<file path="src/hw/fcs_defines.vh">
// Constants for the fail-safe clock switch and monitor block.
// Assumes a single 10 MHz core clock and a register port with one-cycle read latency.
// Operation
// - With monitor enabled, keep slow RC running always except in Sleep, ignoring watchdog enable.
// - On active oscillator failure raise clock-fail trap and move system clock to fast RC.
// - Clock failure leaves watchdog untouched; watchdog keeps running on slow RC clock.
// - Power-up timer expiring before oscillator starts raises trap and selects fast RC.
// - On failure load bits 14:12 with fast RC, set bit 3, clear bit 0.
// - Switch only among four groups; primary option comes from five-bit configuration field. The code accepts any three-bit value in bits 10:8 as the new group.
// - Current-source field is read-only and shows the group now in effect.
// - Power-on and brown-out reset load both source fields from source-select configuration.
// - A status bit reports PLL lock.
// - Clock-fail flag is read-only and shows a failure was detected.
// - Switch-enable bit rises when a switch starts; software clearing it aborts the switch.
// - Switch-and-monitor configuration 1x disables both switching and the monitor.
// - With switching disabled configuration selects oscillator; current field only reflects it.
// - Slow RC reference clock runs at nominal 512 kHz.
`ifndef FCS_DEFINES_VH
`define FCS_DEFINES_VH

`define FCS_ADDR_CTRL      4'h0
`define FCS_ADDR_IRQ_STAT  4'h1
`define FCS_ADDR_IRQ_MASK  4'h2

`define FCS_CURRENT_SOURCE_FIELD_HI        14
`define FCS_CURRENT_SOURCE_FIELD_LO        12
`define FCS_NEW_SOURCE_FIELD_HI        10
`define FCS_NEW_SOURCE_FIELD_LO        8
`define FCS_LOCK_BIT       5
`define FCS_CF_BIT         3
`define FCS_SWITCH_ENABLE_BIT_BIT      0

`define FCS_GRP_SECONDARY  3'h0
`define FCS_GRP_FAST_RC    3'h1
`define FCS_GRP_SLOW_RC    3'h2
`define FCS_GRP_PRIMARY    3'h3

`define FCS_IRQ_FAIL       0
`define FCS_IRQ_SWITCH     1
`define FCS_IRQ_ABORT      2

`define FCS_SLOW_RC_KHZ    512
`define FCS_CORE_KHZ       10000
`define FCS_FAIL_PERIODS   4
`define FCS_SWITCH_WAIT    8
`define FCS_POWER_UP_TIMER_US        64

`endif

</file>
<file path="src/hw/fcs_edge_watch.v">
// Watchdog on a supervised clock seen as a sampled level in the core domain.
// Assumes the clock input is already synchronised; reference ticks are one-cycle pulses.
`timescale 1ns/10ps
module fcs_edge_watch #(
    parameter LIMIT = 4
) (
    core_clk,
    arst_n,
    enable,
    clk_level,
    ref_tick,
    fail
);
    input  wire       core_clk;
    input  wire       arst_n;
    input  wire       enable;
    input  wire       clk_level;
    input  wire       ref_tick;
    output reg        fail;

    reg                last_reg;
    reg  [7:0]         cnt_reg;
    wire               edge_seen;

    assign edge_seen = clk_level ^ last_reg;

    always @(posedge core_clk or negedge arst_n) begin
        if (!arst_n) begin
            last_reg <= 1'b0;
            cnt_reg  <= 8'h00;
            fail     <= 1'b0;
        end else begin
            last_reg <= clk_level;
            fail     <= 1'b0;
            if (!enable || edge_seen) begin
                cnt_reg <= 8'h00;
            end else if (ref_tick) begin
                // A clock that stays still for LIMIT reference periods is dead.
                if (cnt_reg == LIMIT[7:0] - 8'h01) begin
                    fail    <= 1'b1;
                    cnt_reg <= 8'h00;
                end else begin
                    cnt_reg <= cnt_reg + 8'h01;
                end
            end
        end
    end
endmodule // fcs_edge_watch

</file>
<file path="src/hw/fcs_clock_switch.v">
// Clock source switch controller with fail-safe monitor and control register.
// Assumes slow_rc_tick is a core-domain pulse per slow RC period and the oscillator
// clock and ready inputs arrive asynchronously.
//
// The strobed register port and the placing of the registers are this design's own decisions.
`timescale 1ns/10ps
`include "fcs_defines.vh"
module fcs_clock_switch #(
    parameter FAIL_PERIODS = `FCS_FAIL_PERIODS,
    parameter SWITCH_WAIT  = `FCS_SWITCH_WAIT
) (
    core_clk,
    arst_n,
    por_bor,
    sleep_mode,
    soft_watchdog_enable,
    switch_monitor_cfg,
    source_select_cfg,
    primary_option_cfg,
    sys_clk_sample,
    osc_ready,
    pll_lock,
    power_up_timer_expired,
    slow_rc_tick,
    reg_addr,
    reg_wdata,
    reg_wr,
    reg_rd,
    reg_rdata,
    osc_group_sel,
    osc_option_sel,
    slow_rc_osc_en,
    watchdog_tick,
    clock_fail_trap,
    irq
);
    input  wire        core_clk;
    input  wire        arst_n;
    input  wire        por_bor;
    input  wire        sleep_mode;
    input  wire        soft_watchdog_enable;
    input  wire [1:0]  switch_monitor_cfg;
    input  wire [2:0]  source_select_cfg;
    input  wire [4:0]  primary_option_cfg;
    input  wire        sys_clk_sample;
    input  wire        osc_ready;
    input  wire        pll_lock;
    input  wire        power_up_timer_expired;
    input  wire        slow_rc_tick;
    input  wire [3:0]  reg_addr;
    input  wire [15:0] reg_wdata;
    input  wire        reg_wr;
    input  wire        reg_rd;
    output reg  [15:0] reg_rdata;
    output reg  [2:0]  osc_group_sel;
    output reg  [4:0]  osc_option_sel;
    output reg         slow_rc_osc_en;
    output reg         watchdog_tick;
    output reg         clock_fail_trap;
    output reg         irq;

    localparam ST_IDLE   = 2'b00;
    localparam ST_SWITCH = 2'b01;

    reg  [1:0]  clk_sync_reg;
    reg  [1:0]  rdy_sync_reg;
    reg  [1:0]  lock_sync_reg;
    reg  [1:0]  power_up_timer_sync_reg;
    reg         power_up_timer_seen_reg;
    reg         cfg_loaded_reg;
    reg  [1:0]  state_reg;
    reg  [7:0]  wait_reg;
    reg  [2:0]  current_source_field_reg;
    reg  [2:0]  new_source_field_reg;
    reg         cf_reg;
    reg         switch_enable_bit_reg;
    reg  [2:0]  irq_stat_reg;
    reg  [2:0]  irq_mask_reg;
    reg  [2:0]  ev_next;
    wire        mon_en;
    wire        sw_en;
    wire        watch_fail;
    wire        power_up_timer_rise;
    wire        start_fail;
    wire        fail_event;
    wire [15:0] ctrl_word;

    // Configuration 1x shuts both the switch logic and the monitor off.
    assign sw_en  = ~switch_monitor_cfg[1];
    assign mon_en = sw_en & ~switch_monitor_cfg[0];

    function [15:0] pack_ctrl;
        input [2:0] cur;
        input [2:0] nxt;
        input       lock;
        input       cf;
        input       en;
        begin
            pack_ctrl = 16'h0000;
            pack_ctrl[`FCS_CURRENT_SOURCE_FIELD_HI:`FCS_CURRENT_SOURCE_FIELD_LO] = cur;
            pack_ctrl[`FCS_NEW_SOURCE_FIELD_HI:`FCS_NEW_SOURCE_FIELD_LO] = nxt;
            pack_ctrl[`FCS_LOCK_BIT]             = lock;
            pack_ctrl[`FCS_CF_BIT]               = cf;
            pack_ctrl[`FCS_SWITCH_ENABLE_BIT_BIT]            = en;
        end
    endfunction

    assign ctrl_word = pack_ctrl(current_source_field_reg, new_source_field_reg, lock_sync_reg[1], cf_reg, switch_enable_bit_reg);

    always @(posedge core_clk or negedge arst_n) begin
        if (!arst_n) begin
            clk_sync_reg  <= 2'b00;
            rdy_sync_reg  <= 2'b00;
            lock_sync_reg <= 2'b00;
            power_up_timer_sync_reg <= 2'b00;
        end else begin
            clk_sync_reg  <= {clk_sync_reg[0], sys_clk_sample};
            rdy_sync_reg  <= {rdy_sync_reg[0], osc_ready};
            lock_sync_reg <= {lock_sync_reg[0], pll_lock};
            power_up_timer_sync_reg <= {power_up_timer_sync_reg[0], power_up_timer_expired};
        end
    end

    fcs_edge_watch #(
        .LIMIT (FAIL_PERIODS)
    ) u_watch (
        .core_clk  (core_clk),
        .arst_n    (arst_n),
        .enable    (mon_en & power_up_timer_seen_reg & ~sleep_mode & current_source_field_reg != `FCS_GRP_FAST_RC),
        .clk_level (clk_sync_reg[1]),
        .ref_tick  (slow_rc_tick),
        .fail      (watch_fail)
    );

    assign power_up_timer_rise  = power_up_timer_sync_reg[1] & ~power_up_timer_seen_reg;
    // Timer ran out while the chosen oscillator still had not started.
    assign start_fail = mon_en & power_up_timer_rise & ~rdy_sync_reg[1] & current_source_field_reg != `FCS_GRP_FAST_RC;
    assign fail_event = watch_fail | start_fail;

    always @(posedge core_clk or negedge arst_n) begin
        if (!arst_n) begin
            power_up_timer_seen_reg   <= 1'b0;
            cfg_loaded_reg  <= 1'b0;
            state_reg       <= ST_IDLE;
            wait_reg        <= 8'h00;
            current_source_field_reg        <= `FCS_GRP_FAST_RC;
            new_source_field_reg        <= `FCS_GRP_FAST_RC;
            cf_reg          <= 1'b0;
            switch_enable_bit_reg       <= 1'b0;
            clock_fail_trap <= 1'b0;
            irq_stat_reg    <= 3'h0;
            irq_mask_reg    <= 3'h0;
            ev_next         <= 3'h0;
        end else begin
            ev_next         <= 3'h0;
            clock_fail_trap <= 1'b0;
            if (por_bor) begin
                power_up_timer_seen_reg  <= 1'b0;
                cfg_loaded_reg <= 1'b0;
                cf_reg         <= 1'b0;
                switch_enable_bit_reg      <= 1'b0;
                state_reg      <= ST_IDLE;
            end else if (!cfg_loaded_reg) begin
                cfg_loaded_reg <= 1'b1;
                current_source_field_reg       <= source_select_cfg;
                new_source_field_reg       <= source_select_cfg;
            end else begin
                if (power_up_timer_sync_reg[1]) begin
                    power_up_timer_seen_reg <= 1'b1;
                end
                if (reg_wr && reg_addr == `FCS_ADDR_CTRL && sw_en) begin
                    new_source_field_reg <= reg_wdata[`FCS_NEW_SOURCE_FIELD_HI:`FCS_NEW_SOURCE_FIELD_LO];
                end
                if (!sw_en) begin
                    current_source_field_reg  <= source_select_cfg;
                    switch_enable_bit_reg <= 1'b0;
                    state_reg <= ST_IDLE;
                end else if (fail_event) begin
                    // Fast RC code, the flag and the abandoned switch all take effect on the same edge.
                    current_source_field_reg        <= `FCS_GRP_FAST_RC;
                    cf_reg          <= 1'b1;
                    switch_enable_bit_reg       <= 1'b0;
                    state_reg       <= ST_IDLE;
                    clock_fail_trap <= 1'b1;
                    ev_next[`FCS_IRQ_FAIL] <= 1'b1;
                end else begin
                    case (state_reg)
                    ST_IDLE: begin
                        if (reg_wr && reg_addr == `FCS_ADDR_CTRL && reg_wdata[`FCS_SWITCH_ENABLE_BIT_BIT]) begin
                            switch_enable_bit_reg <= 1'b1;
                            // Only the group changes; within-group choice stays with configuration.
                            if (reg_wdata[`FCS_NEW_SOURCE_FIELD_HI:`FCS_NEW_SOURCE_FIELD_LO] != current_source_field_reg) begin
                                state_reg <= ST_SWITCH;
                                wait_reg  <= 8'h00;
                            end else begin
                                switch_enable_bit_reg <= 1'b0;
                            end
                        end
                    end
                    ST_SWITCH: begin
                        if (reg_wr && reg_addr == `FCS_ADDR_CTRL && !reg_wdata[`FCS_SWITCH_ENABLE_BIT_BIT]) begin
                            switch_enable_bit_reg <= 1'b0;
                            state_reg <= ST_IDLE;
                            ev_next[`FCS_IRQ_ABORT] <= 1'b1;
                        end else if (wait_reg >= SWITCH_WAIT[7:0]) begin
                            current_source_field_reg  <= new_source_field_reg;
                            switch_enable_bit_reg <= 1'b0;
                            state_reg <= ST_IDLE;
                            ev_next[`FCS_IRQ_SWITCH] <= 1'b1;
                        end else if (slow_rc_tick) begin
                            wait_reg <= wait_reg + 8'h01;
                        end
                    end
                    default: begin
                        state_reg <= ST_IDLE;
                    end
                    endcase
                end
            end
            if (reg_wr && reg_addr == `FCS_ADDR_IRQ_MASK) begin
                irq_mask_reg <= reg_wdata[2:0];
            end
            // A new event wins over a write-one clear in the same cycle.
            irq_stat_reg <= (irq_stat_reg & ~((reg_wr && reg_addr == `FCS_ADDR_IRQ_STAT) ?
                            reg_wdata[2:0] : 3'h0)) | ev_next;
        end
    end

    always @(posedge core_clk or negedge arst_n) begin
        if (!arst_n) begin
            reg_rdata      <= 16'h0000;
            osc_group_sel  <= `FCS_GRP_FAST_RC;
            osc_option_sel <= 5'h00;
            slow_rc_osc_en <= 1'b1;
            watchdog_tick  <= 1'b0;
            irq            <= 1'b0;
        end else begin
            reg_rdata <= 16'h0000;
            if (reg_rd) begin
                case (reg_addr)
                `FCS_ADDR_CTRL:     reg_rdata <= ctrl_word;
                `FCS_ADDR_IRQ_STAT: reg_rdata <= {13'h0000, irq_stat_reg};
                `FCS_ADDR_IRQ_MASK: reg_rdata <= {13'h0000, irq_mask_reg};
                default:            reg_rdata <= 16'h0000;
                endcase
            end
            osc_group_sel  <= sw_en ? current_source_field_reg : source_select_cfg;
            osc_option_sel <= primary_option_cfg;
            // The slow RC serves the power-up timer, so it runs until that expires.
            slow_rc_osc_en <= ~sleep_mode & (mon_en | ~power_up_timer_seen_reg | soft_watchdog_enable |
                              current_source_field_reg == `FCS_GRP_SLOW_RC);
            watchdog_tick  <= slow_rc_tick;
            irq            <= |(irq_stat_reg & irq_mask_reg);
        end
    end
endmodule // fcs_clock_switch

</file>
<file path="config.mk">
export PLATFORM = sky130hd
export DESIGN_NAME = fcs_clock_switch
export DESIGN_NICKNAME = d
export VERILOG_FILES = /design/src/hw/fcs_edge_watch.v /design/src/hw/fcs_clock_switch.v
export VERILOG_INCLUDE_DIRS = /design/src /design/src/hw
export SDC_FILE = /design/constraint.sdc
export NUM_CORES = 1
export LEC_CHECK = 0
export BUFFER_PORTS_ARGS = -buffer_cell sky130_fd_sc_hd__buf_2
export CAP_MARGIN = 20
export CORE_MARGIN = 4
export CORE_UTILIZATION = 55
export CTS_BUF_LIST = sky130_fd_sc_hd__clkbuf_8
export DETAILED_ROUTE_END_ITERATION = 7
export GPL_ROUTABILITY_DRIVEN = 0
export HOLD_SLACK_MARGIN = 0.03
export PLACE_DENSITY = 0.82
export SETUP_SLACK_MARGIN = 0.3
export SLEW_MARGIN = 20
export SYNTH_ARGS = -nofsm -noshare
export SYNTH_HDL_FRONTEND = slang
export SYNTH_HIERARCHICAL = 1
export SYNTH_SLANG_ARGS = --single-unit
</file>
<file path="constraint.sdc">
create_clock -name core_clk -period 2.5 [get_ports core_clk]
set_input_delay 0.375 -clock core_clk [delete_from_list [all_inputs] [get_ports core_clk]]
set_output_delay 0.375 -clock core_clk [all_outputs]
set_load 0.03 [all_outputs]
</file>
Word level (Yosys, flattened, before mapping). Index checks and enable logic that the tools add are counted.

Output and inout bits: 28. Register bits after elaboration: 75. Input port bits: 42. Logic and storage cells: 160.

$add $sub $neg: 2. Reductions and logical operators: 25. Bitwise operators: 25. Magnitude comparators: 1. Mux-type cells: 62. Equal/unequal tests: 20.

Operators by type and width (number): $mux 8 (8); $pmux 15 s3 (1); $mux 3 (13); $mux 1 (26); $mux 2 (10); $add 8x1->8 const B (2); $pmux 8 s2 (1); $mux 15 (1); $ne 2x2->1 const B (6); $reduce_and 4->1 (3); $ne 5x5->1 const B (2); $reduce_and 10->1 (1); $reduce_bool 2->1 (5); $and 1x1->1 (9); $eq 8x2->1 const B (1); $ge 8x4->1 const B (1); $ne 4x2->1 const B (2); $not 1->1 (7); $and 3x3->3 (2); $logic_and 1x1->1 (6); $ne 6x6->1 const B (1); $reduce_bool 5->1 (1); $eq 4x1->1 const B (1); $eq 4x2->1 const B (1); 19 further kinds (24).

Logic depth before layout (Yosys ltp). Gate-level depths: netlist of the first run.

Depth after elaboration: 10. Mapped depth: 8. Depth with buffers taken out: 7.

Cells and area by module. The synthesis of the first run kept the hierarchy.

Modules (own cells, without submodules): fcs_clock_switch (times used 1, cells each 199, sequential area each 1456.4 sq um, area each 2394.8 sq um); fcs_edge_watch (times used 1, cells each 52, sequential area each 250.2 sq um, area each 548.0 sq um).

Worst setup path after synthesis of the first run. Ideal clock, no wire load.

Path type: input to register. Start: input port reg_addr[1]. End: register wait_reg[0]. Buffers on the path: 1. Library setup time: 0.125 ns. Required time: 2.375 ns. Data arrival time: 1.773 ns. Stages on the path: 6. Setup slack: 0.602 ns. Path through: buf_6 > or4b_4 > a311oi_2 > o21bai_2 > nand2_4 > mux2_2.

Longest elaborated chain between the ends: 5. Elaborated cells between the ends (all ways): 7. Those cells by class: eq/ne (2); reduce/logical (5).

RTL lines: start: declaration (RTL line fcs_clock_switch.v:50) `input wire [3:0] reg_addr;`; $logic_not 4->1 (*); $logic_and 1x1->1 (no line) (*); $logic_and 1x1->1, on equally long branches (RTL line fcs_clock_switch.v:201, fcs_clock_switch.v:189); $ne 2x2->1 (no line); $reduce_and 10->1 (no line) (*); end signal: assignment (RTL line fcs_clock_switch.v:211) `wait_reg <= wait_reg + 8'h01;`; end: declaration (RTL line fcs_clock_switch.v:72) `reg [7:0] wait_reg;`.

Mark *: on every way between the ends. The rest lies on a longest branch, timed or not. A chain may end at the register's enable or synchronous reset.

Final worst setup path of the first run.
Start: register current_source_field_reg[0]. End: register wait_reg[2].

Longest elaborated chain between the ends: 5. Elaborated cells between the ends (all ways): 7. Those cells by class: eq/ne (3); bitwise (3); reduce/logical (1).

RTL lines: start: declaration (RTL line fcs_clock_switch.v:73) `reg [2:0] current_source_field_reg;`; start signal: assignment (RTL line fcs_clock_switch.v:146) `` current_source_field_reg <= `FCS_GRP_FAST_RC; ``; start signal: assignment (RTL line fcs_clock_switch.v:165) `current_source_field_reg <= source_select_cfg;`; start signal: assignment (RTL line fcs_clock_switch.v:175) `current_source_field_reg <= source_select_cfg;`; $ne 3x1->1 (no line); $and 1x1->1 (no line); $or 1x1->1 (RTL line fcs_clock_switch.v:138) `assign fail_event = watch_fail | start_fail;`; $not 1->1 (no line); $reduce_and 10->1 (no line) (*).

Marked as above.

==> metrics, run 1 <==
gr usage total=20.2%; PD cells=692 nW/um2; Leak=1.70 nW; post-synth top area share=54.4%; GRT Residual Overflow=0; residual DRC count=0; die footprint=6580 um2; clk buf depth=2; Final Hold Slack=0.127 ns; root buf cell=clkbuf_8; Nets=359; largest net degree at the start of global routing=45; first-pass GRT wire length=9910 um; Post-synth EDFFs=0; Post-CTS Resized=0; RSZ-0062 raised after global routing=false; core area=5140 um2; n_diodes=0; total CTS buffers=9; vias per cell=5.45; # IOs=70; relative slew slack=63.8%; initial core utilization=57.3%; max reg flops=11; row count=26; Setup Viol. Count Final=0; Yosys cell types=53; fmax=0.479 GHz; startpoint types=flop; clk sinks=68; Die Y=81.1 um; Max VDD drop=0.883 mV; Worst-path clk slew=0.08 ns; vias in the first global route=2139; Crit Path Max Fanout=5; fin cells=389; placed cells=372; CP arrival=2.38 ns; endpoints failing hold=0; cell area after synthesis=2940 um2; Seq/Total Area, Yosys=58.0%; # port buffers=54; minimum clock period=2.09 ns; HP Class=in -> reg; ys flop type=dfrtp_1; Routed WL=5900 um; CP Capture Type=flop; Tot Pwr=0.00242 W; Seq cells post-synth=68; Syn Inst Count=251; Period Utilization, post-route=83.5%; Worst-Skew Late Latency=0.35 ns; final setup TNS=0 ns; final core occ=68.2%; number of antenna violations at the first check in global routing=0; Final Max Tran Viols=0; Post-DP HPWL=4300 um; initial DRC count=161; routed len/inst=15.2 um; syn avg cell area=11.7 um2; detailed-router iteration count before antenna repair=5; Async SR Flop Fraction=100%; number of synthesis warnings=6; top post-synthesis cells by area=dfrtp_1 (54%), mux2_2 (4.2%), dfstp_2 (3.6%), nor2_1 (3.2%), and2_1 (2.3%); CTS tree=built; Antenna Violating Nets Remaining=0; Die W=81.1 um; Max Clock Skew=0.0111 ns; status=completed; Worst EP required=2.79 ns; Slew @ Worst Pin=0.539 ns; total vias in the final route=2120; H-Tree Depth=3; critical path class=reg -> reg; max-cap viol count=0; Synth area leader=dfrtp_1; share of cells above drive strength 1=30.7%; synth-to-layout area growth=19.1%
## routing by layer
metal / up-vias / part of all wire, % / global-route usage [%]
li1: 1000 / - / -
met1: 1036 / 42 / 24.7
met2: 75 / 50 / 33.8
met3: 9 / 7.0 / 4.10
met4: 0 / 1.3 / 10.5
met5: - / 0 / 0
## cell type report
cell class,instances,area [um2]
timing repair buffer,58,315
tap,70,87.6
sequential,68,1710
clock inverter,7,92.6
inverter,13,48.8
clock buffer,9,124
fill,383,1630
multi-input combinational,164,1130
## kinds of logic (layout without fill, tap and decap cells)
family          Yosys count  after routing  synth area share (%)
fa+ha+maj                 3              3                  1.28
mux                      14             14                  5.23
compound gates           45             45                  11.5
other cells               1              5                 0.127
flops                    68             68                  58.0
buf+inv                  23             87                  4.08
simple gates             87             87                  16.8
xor+xnor                 10             10                  2.98
## through the flow
stage,area (um2),worst slack (ns)
global route,3510,0.332
floorplan,2960,0.602
CTS,3510,0.422
detailed placement,3280,0.274
finish,3510,0.414
global placement,3280,0.363
## synthesized netlist by cell type, types with 4 or more instances
cell and instances:
nor3_1 6, a21oi_1 10, a31oi_1 5, o21ai_0 4
nand3_1 7, buf_4 5, dfstp_2 4, inv_1 13
and2_1 11, nand2_1 12, mux2_2 11, xnor2_1 7
dfrtp_1 64, nor2_1 25
## power by group
part	total [W]	switching [W]	internal [W]
Sequential	0.00120	0.0000354	0.00116
Combinational	0.000251	0.000155	0.0000962
Clock	0.000975	0.000418	0.000557
## worst paths after layout
| path | depth (start not counted) | start | slack [ns] | to |
|---|---|---|---|---|
| max | 5 | current_source_field_reg[0] | 0.41 | wait_reg[2] |
| min in group asynchronous | 2 | arst_n | 0.53 | reg_rdata[1] |
| min | 1 | primary_option_cfg[1] | 0.13 | osc_option_sel[1] |
| min reg2reg | 0 | rdy_sync_reg[0] | 0.35 | rdy_sync_reg[1] |
| max reg2reg | 5 | current_source_field_reg[0] | 0.41 | wait_reg[2] |
| max in group asynchronous | 3 | arst_n | 1.28 | slow_rc_osc_en |
## placed cells by master (no fill, tap or decap), drive strengths merged, types with 4 or more instances in the layout
master / instances
nand2: 14
and3: 4
nor3: 7
mux2: 11
nand3: 7
and2: 11
clkbuf: 9
conb: 5
a21oi: 10
buf: 57
nor4: 4
a31oi: 5
dfrtp: 64
xnor2: 7
o21ai: 4
dfstp: 4
inv: 14
nor2: 25
## worst max-delay path, cell delays in order, from the launching register on
cell and delay [ns]:
dfstp_2 0.58, or3b_1 0.38, a41o_1 0.34, nor3_4 0.29, and3_1 0.27, a31o_2 0.17
## repair_timing
item | in CTS | in global routing
buffers inserted | 0 | 0
endpoints found under the hold margin | 23 | 0
hold buffers | 1 | 0
setup endpoints to repair | 0 | 0
Power figures use the tool's default switching activity.
==> inputs of run 2 (changes only) <==
CORE_UTILIZATION = 50   (was 55)
PLACE_DENSITY = 0.78   (was 0.82)
clock period = 1.9 ns   (was 2.5 ns; I/O delays follow)
==> run 2 against run 1 <==
Effect of this change:
- the flow now finishes with violations (setup timing)
- worst setup slack worse by 0.42 ns
- critical path depth is 3 higher
- via count is 7.2% higher
- count of clock-buffer cells in the layout is 1 higher
- critical endpoint is now u_watch/cnt_reg[0]
==> metrics, run 2 (synthesized netlist as in run 1, its figures left out) <==
crit path launch=current_source_field_reg[0]; Max Clock Skew=0.0155 ns; number of antenna violations at the first check in global routing=0; status=complete, but fails checks; met3 Usage GRT=7.36%; delay-heaviest family, CP=simple AND/OR/NAND/NOR gates; startpoint types=flop; Die Y=84.7 um; Period Utilization, post-route=100%; vias per cell=5.41; cell-internal power=0.00234 W; root buf cell=clkbuf_8; synth-to-layout area growth=33.0%; share of cells above drive strength 1=41.4%; failing checks=setup timing; Worst EP required=2.13 ns; Worst R2R Start=current_source_field_reg[0]; GRT Residual Overflow=0; die footprint=7180 um2; final worst slack=-0.00379 ns; Crit Path Max Fanout=4; initial DRC count=122; fin cells=420; HP Class=in -> reg; slowest cell delay on critical path=0.53 ns; vias in the first global route=2323; CP arrival=2.14 ns; Nets=388; min-delay src=sleep_mode; Final Max Tran Viols=0; Slew @ Worst Pin=0.655 ns; Max VDD drop=0.501 mV; max reg flops=11; routed len/inst=15.3 um; commonest non-fill, non-tap cells in the layout=dfrtp_1 (64), buf_2 (54), nor2_1 (21); met1 Resource Use GR=23.9%; max-cap viol count=0; gr usage total=19.5%; Comb pwr share=12.9%; Net Switching=0.000852 W; final setup TNS=-0.00379 ns; endpoints failing hold=0; Worst path slowest cell=dfstp_2; Routed WL=6430 um; PD cells=814 nW/um2; first-pass GRT wire length=10900 um; CP Buf/Inv Count=2; commonest non-fill, non-tap cell in the layout=dfrtp_1; final core occ=69.8%; placed cells=384; RSZ-0062 raised after global routing=true; Worst-Skew Late Latency=0.35 ns; # port buffers=54; clk sinks=68; Clk pwr share=37.9%; largest net degree at the start of global routing=69; CP Cell Sequence=or3b_4 > buf_4 > nand2_4 > nor3_4 > inv_2 > nor2_4 > and3_4 > mux2_2; detailed-router iteration count before antenna repair=4; Antenna Violating Nets Remaining=0; CTS tree=built; minimum clock period=1.90 ns; relative slew slack=56.2%; CP Capture Type=flop; critical path class=reg -> reg; Worst-path clk slew=0.08 ns; # IOs=70; total vias in the final route=2273; fmax=0.525 GHz; residual DRC count=0; row count=27; Post-DP HPWL=4250 um; FF-to-FF setup slack=-0.004 ns; total CTS buffers=9; initial core utilization=52.5%; n_diodes=0; Leak=1.85 nW; Sw Share=26.7%; Setup Viol. Count Final=1; Die W=84.7 um; Seq pwr share=49.2%; global route hottest layer=met2; core area=5610 um2; Global Route met2 Usage=32.0%; clk buf depth=2; H-Tree Depth=3
-- run 2: cell types whose count changed in the layout (fill, tap and decap cells not counted), moves of 3 or more --
cell	previous run	this run
buf_4	2	20
dlygate4sd3_1	1	10
nor2_1	25	21
nor3_1	6	3
nand2_1	12	9
inv_1	14	11
-- run 2: area by class of cell --
cell class              instances  area (um2)
flip-flops and latches         68        1710
fillers                       417        1690
multi-input cells             164        1300
repair buffers                 87         563
clock buffers                  10         138
well taps                      72        90.1
clock inverters                 6        63.8
inverters                      13        51.3
-- run 2: what timing repair did --
item,in CTS,in global routing
buffers inserted,7,3
setup endpoints to repair,25,26
resized for setup,22,9
hold buffers,10,0
pin swaps,9,9
endpoints found under the hold margin,73,0
-- run 2: power groups by stage --
stage | Sequential [W] | Combinational (W) | Clock, W
2_1_floorplan | 0.00164 | 0.000178 | 0
3_3_place_gp | 0.00159 | 0.000357 | 0
3_5_place_dp | 0.00160 | 0.000368 | 0
4_1_cts | 0.00157 | 0.000405 | 0.00125
5_1_grt | 0.00158 | 0.000449 | 0.00130
6_report | 0.00157 | 0.000411 | 0.00121
-- run 2: final timing paths --
kind,endpoint,depth (start not counted)
max,u_watch/cnt_reg[0],8
max reg2reg,u_watch/cnt_reg[0],8
min,slow_rc_osc_en,2
min in group asynchronous,reg_rdata[2],3
min reg2reg,rdy_sync_reg[1],0
max in group asynchronous,current_source_field_reg[0],3
-- run 2: routing by layer --
layer / vias to the layer above / part of all wire (%)
met5: - / 0
met1: 1120 / 40
li1: 1057 / -
met2: 81 / 52
met3: 15 / 7.0
met4: 0 / 1.3
-- run 2: worst register-to-register path: stages (launching register included) --
cell	delay [ns]
dfstp_2	0.53
or3b_4	0.39
buf_4	0.15
nand2_4	0.06
nor3_4	0.05
inv_2	0.10
nor2_4	0.05
and3_4	0.21
mux2_2	0.25
-- run 2: through the flow --
step | power [W] | worst slack [ns] | area, um2 | hold WS, ns
floorplan | 0.00181 | 0.118 | 3010 | -0.0106
global placement | 0.00195 | 0.0246 | 3410 | 0.328
detailed placement | 0.00196 | 0.0117 | 3410 | 0.335
CTS | 0.00322 | 0.0189 | 3850 | 0.0809
global route | 0.00333 | -0.0543 | 3920 | 0.0804
finish | 0.00319 | -0.00379 | 3920 | 0.0974
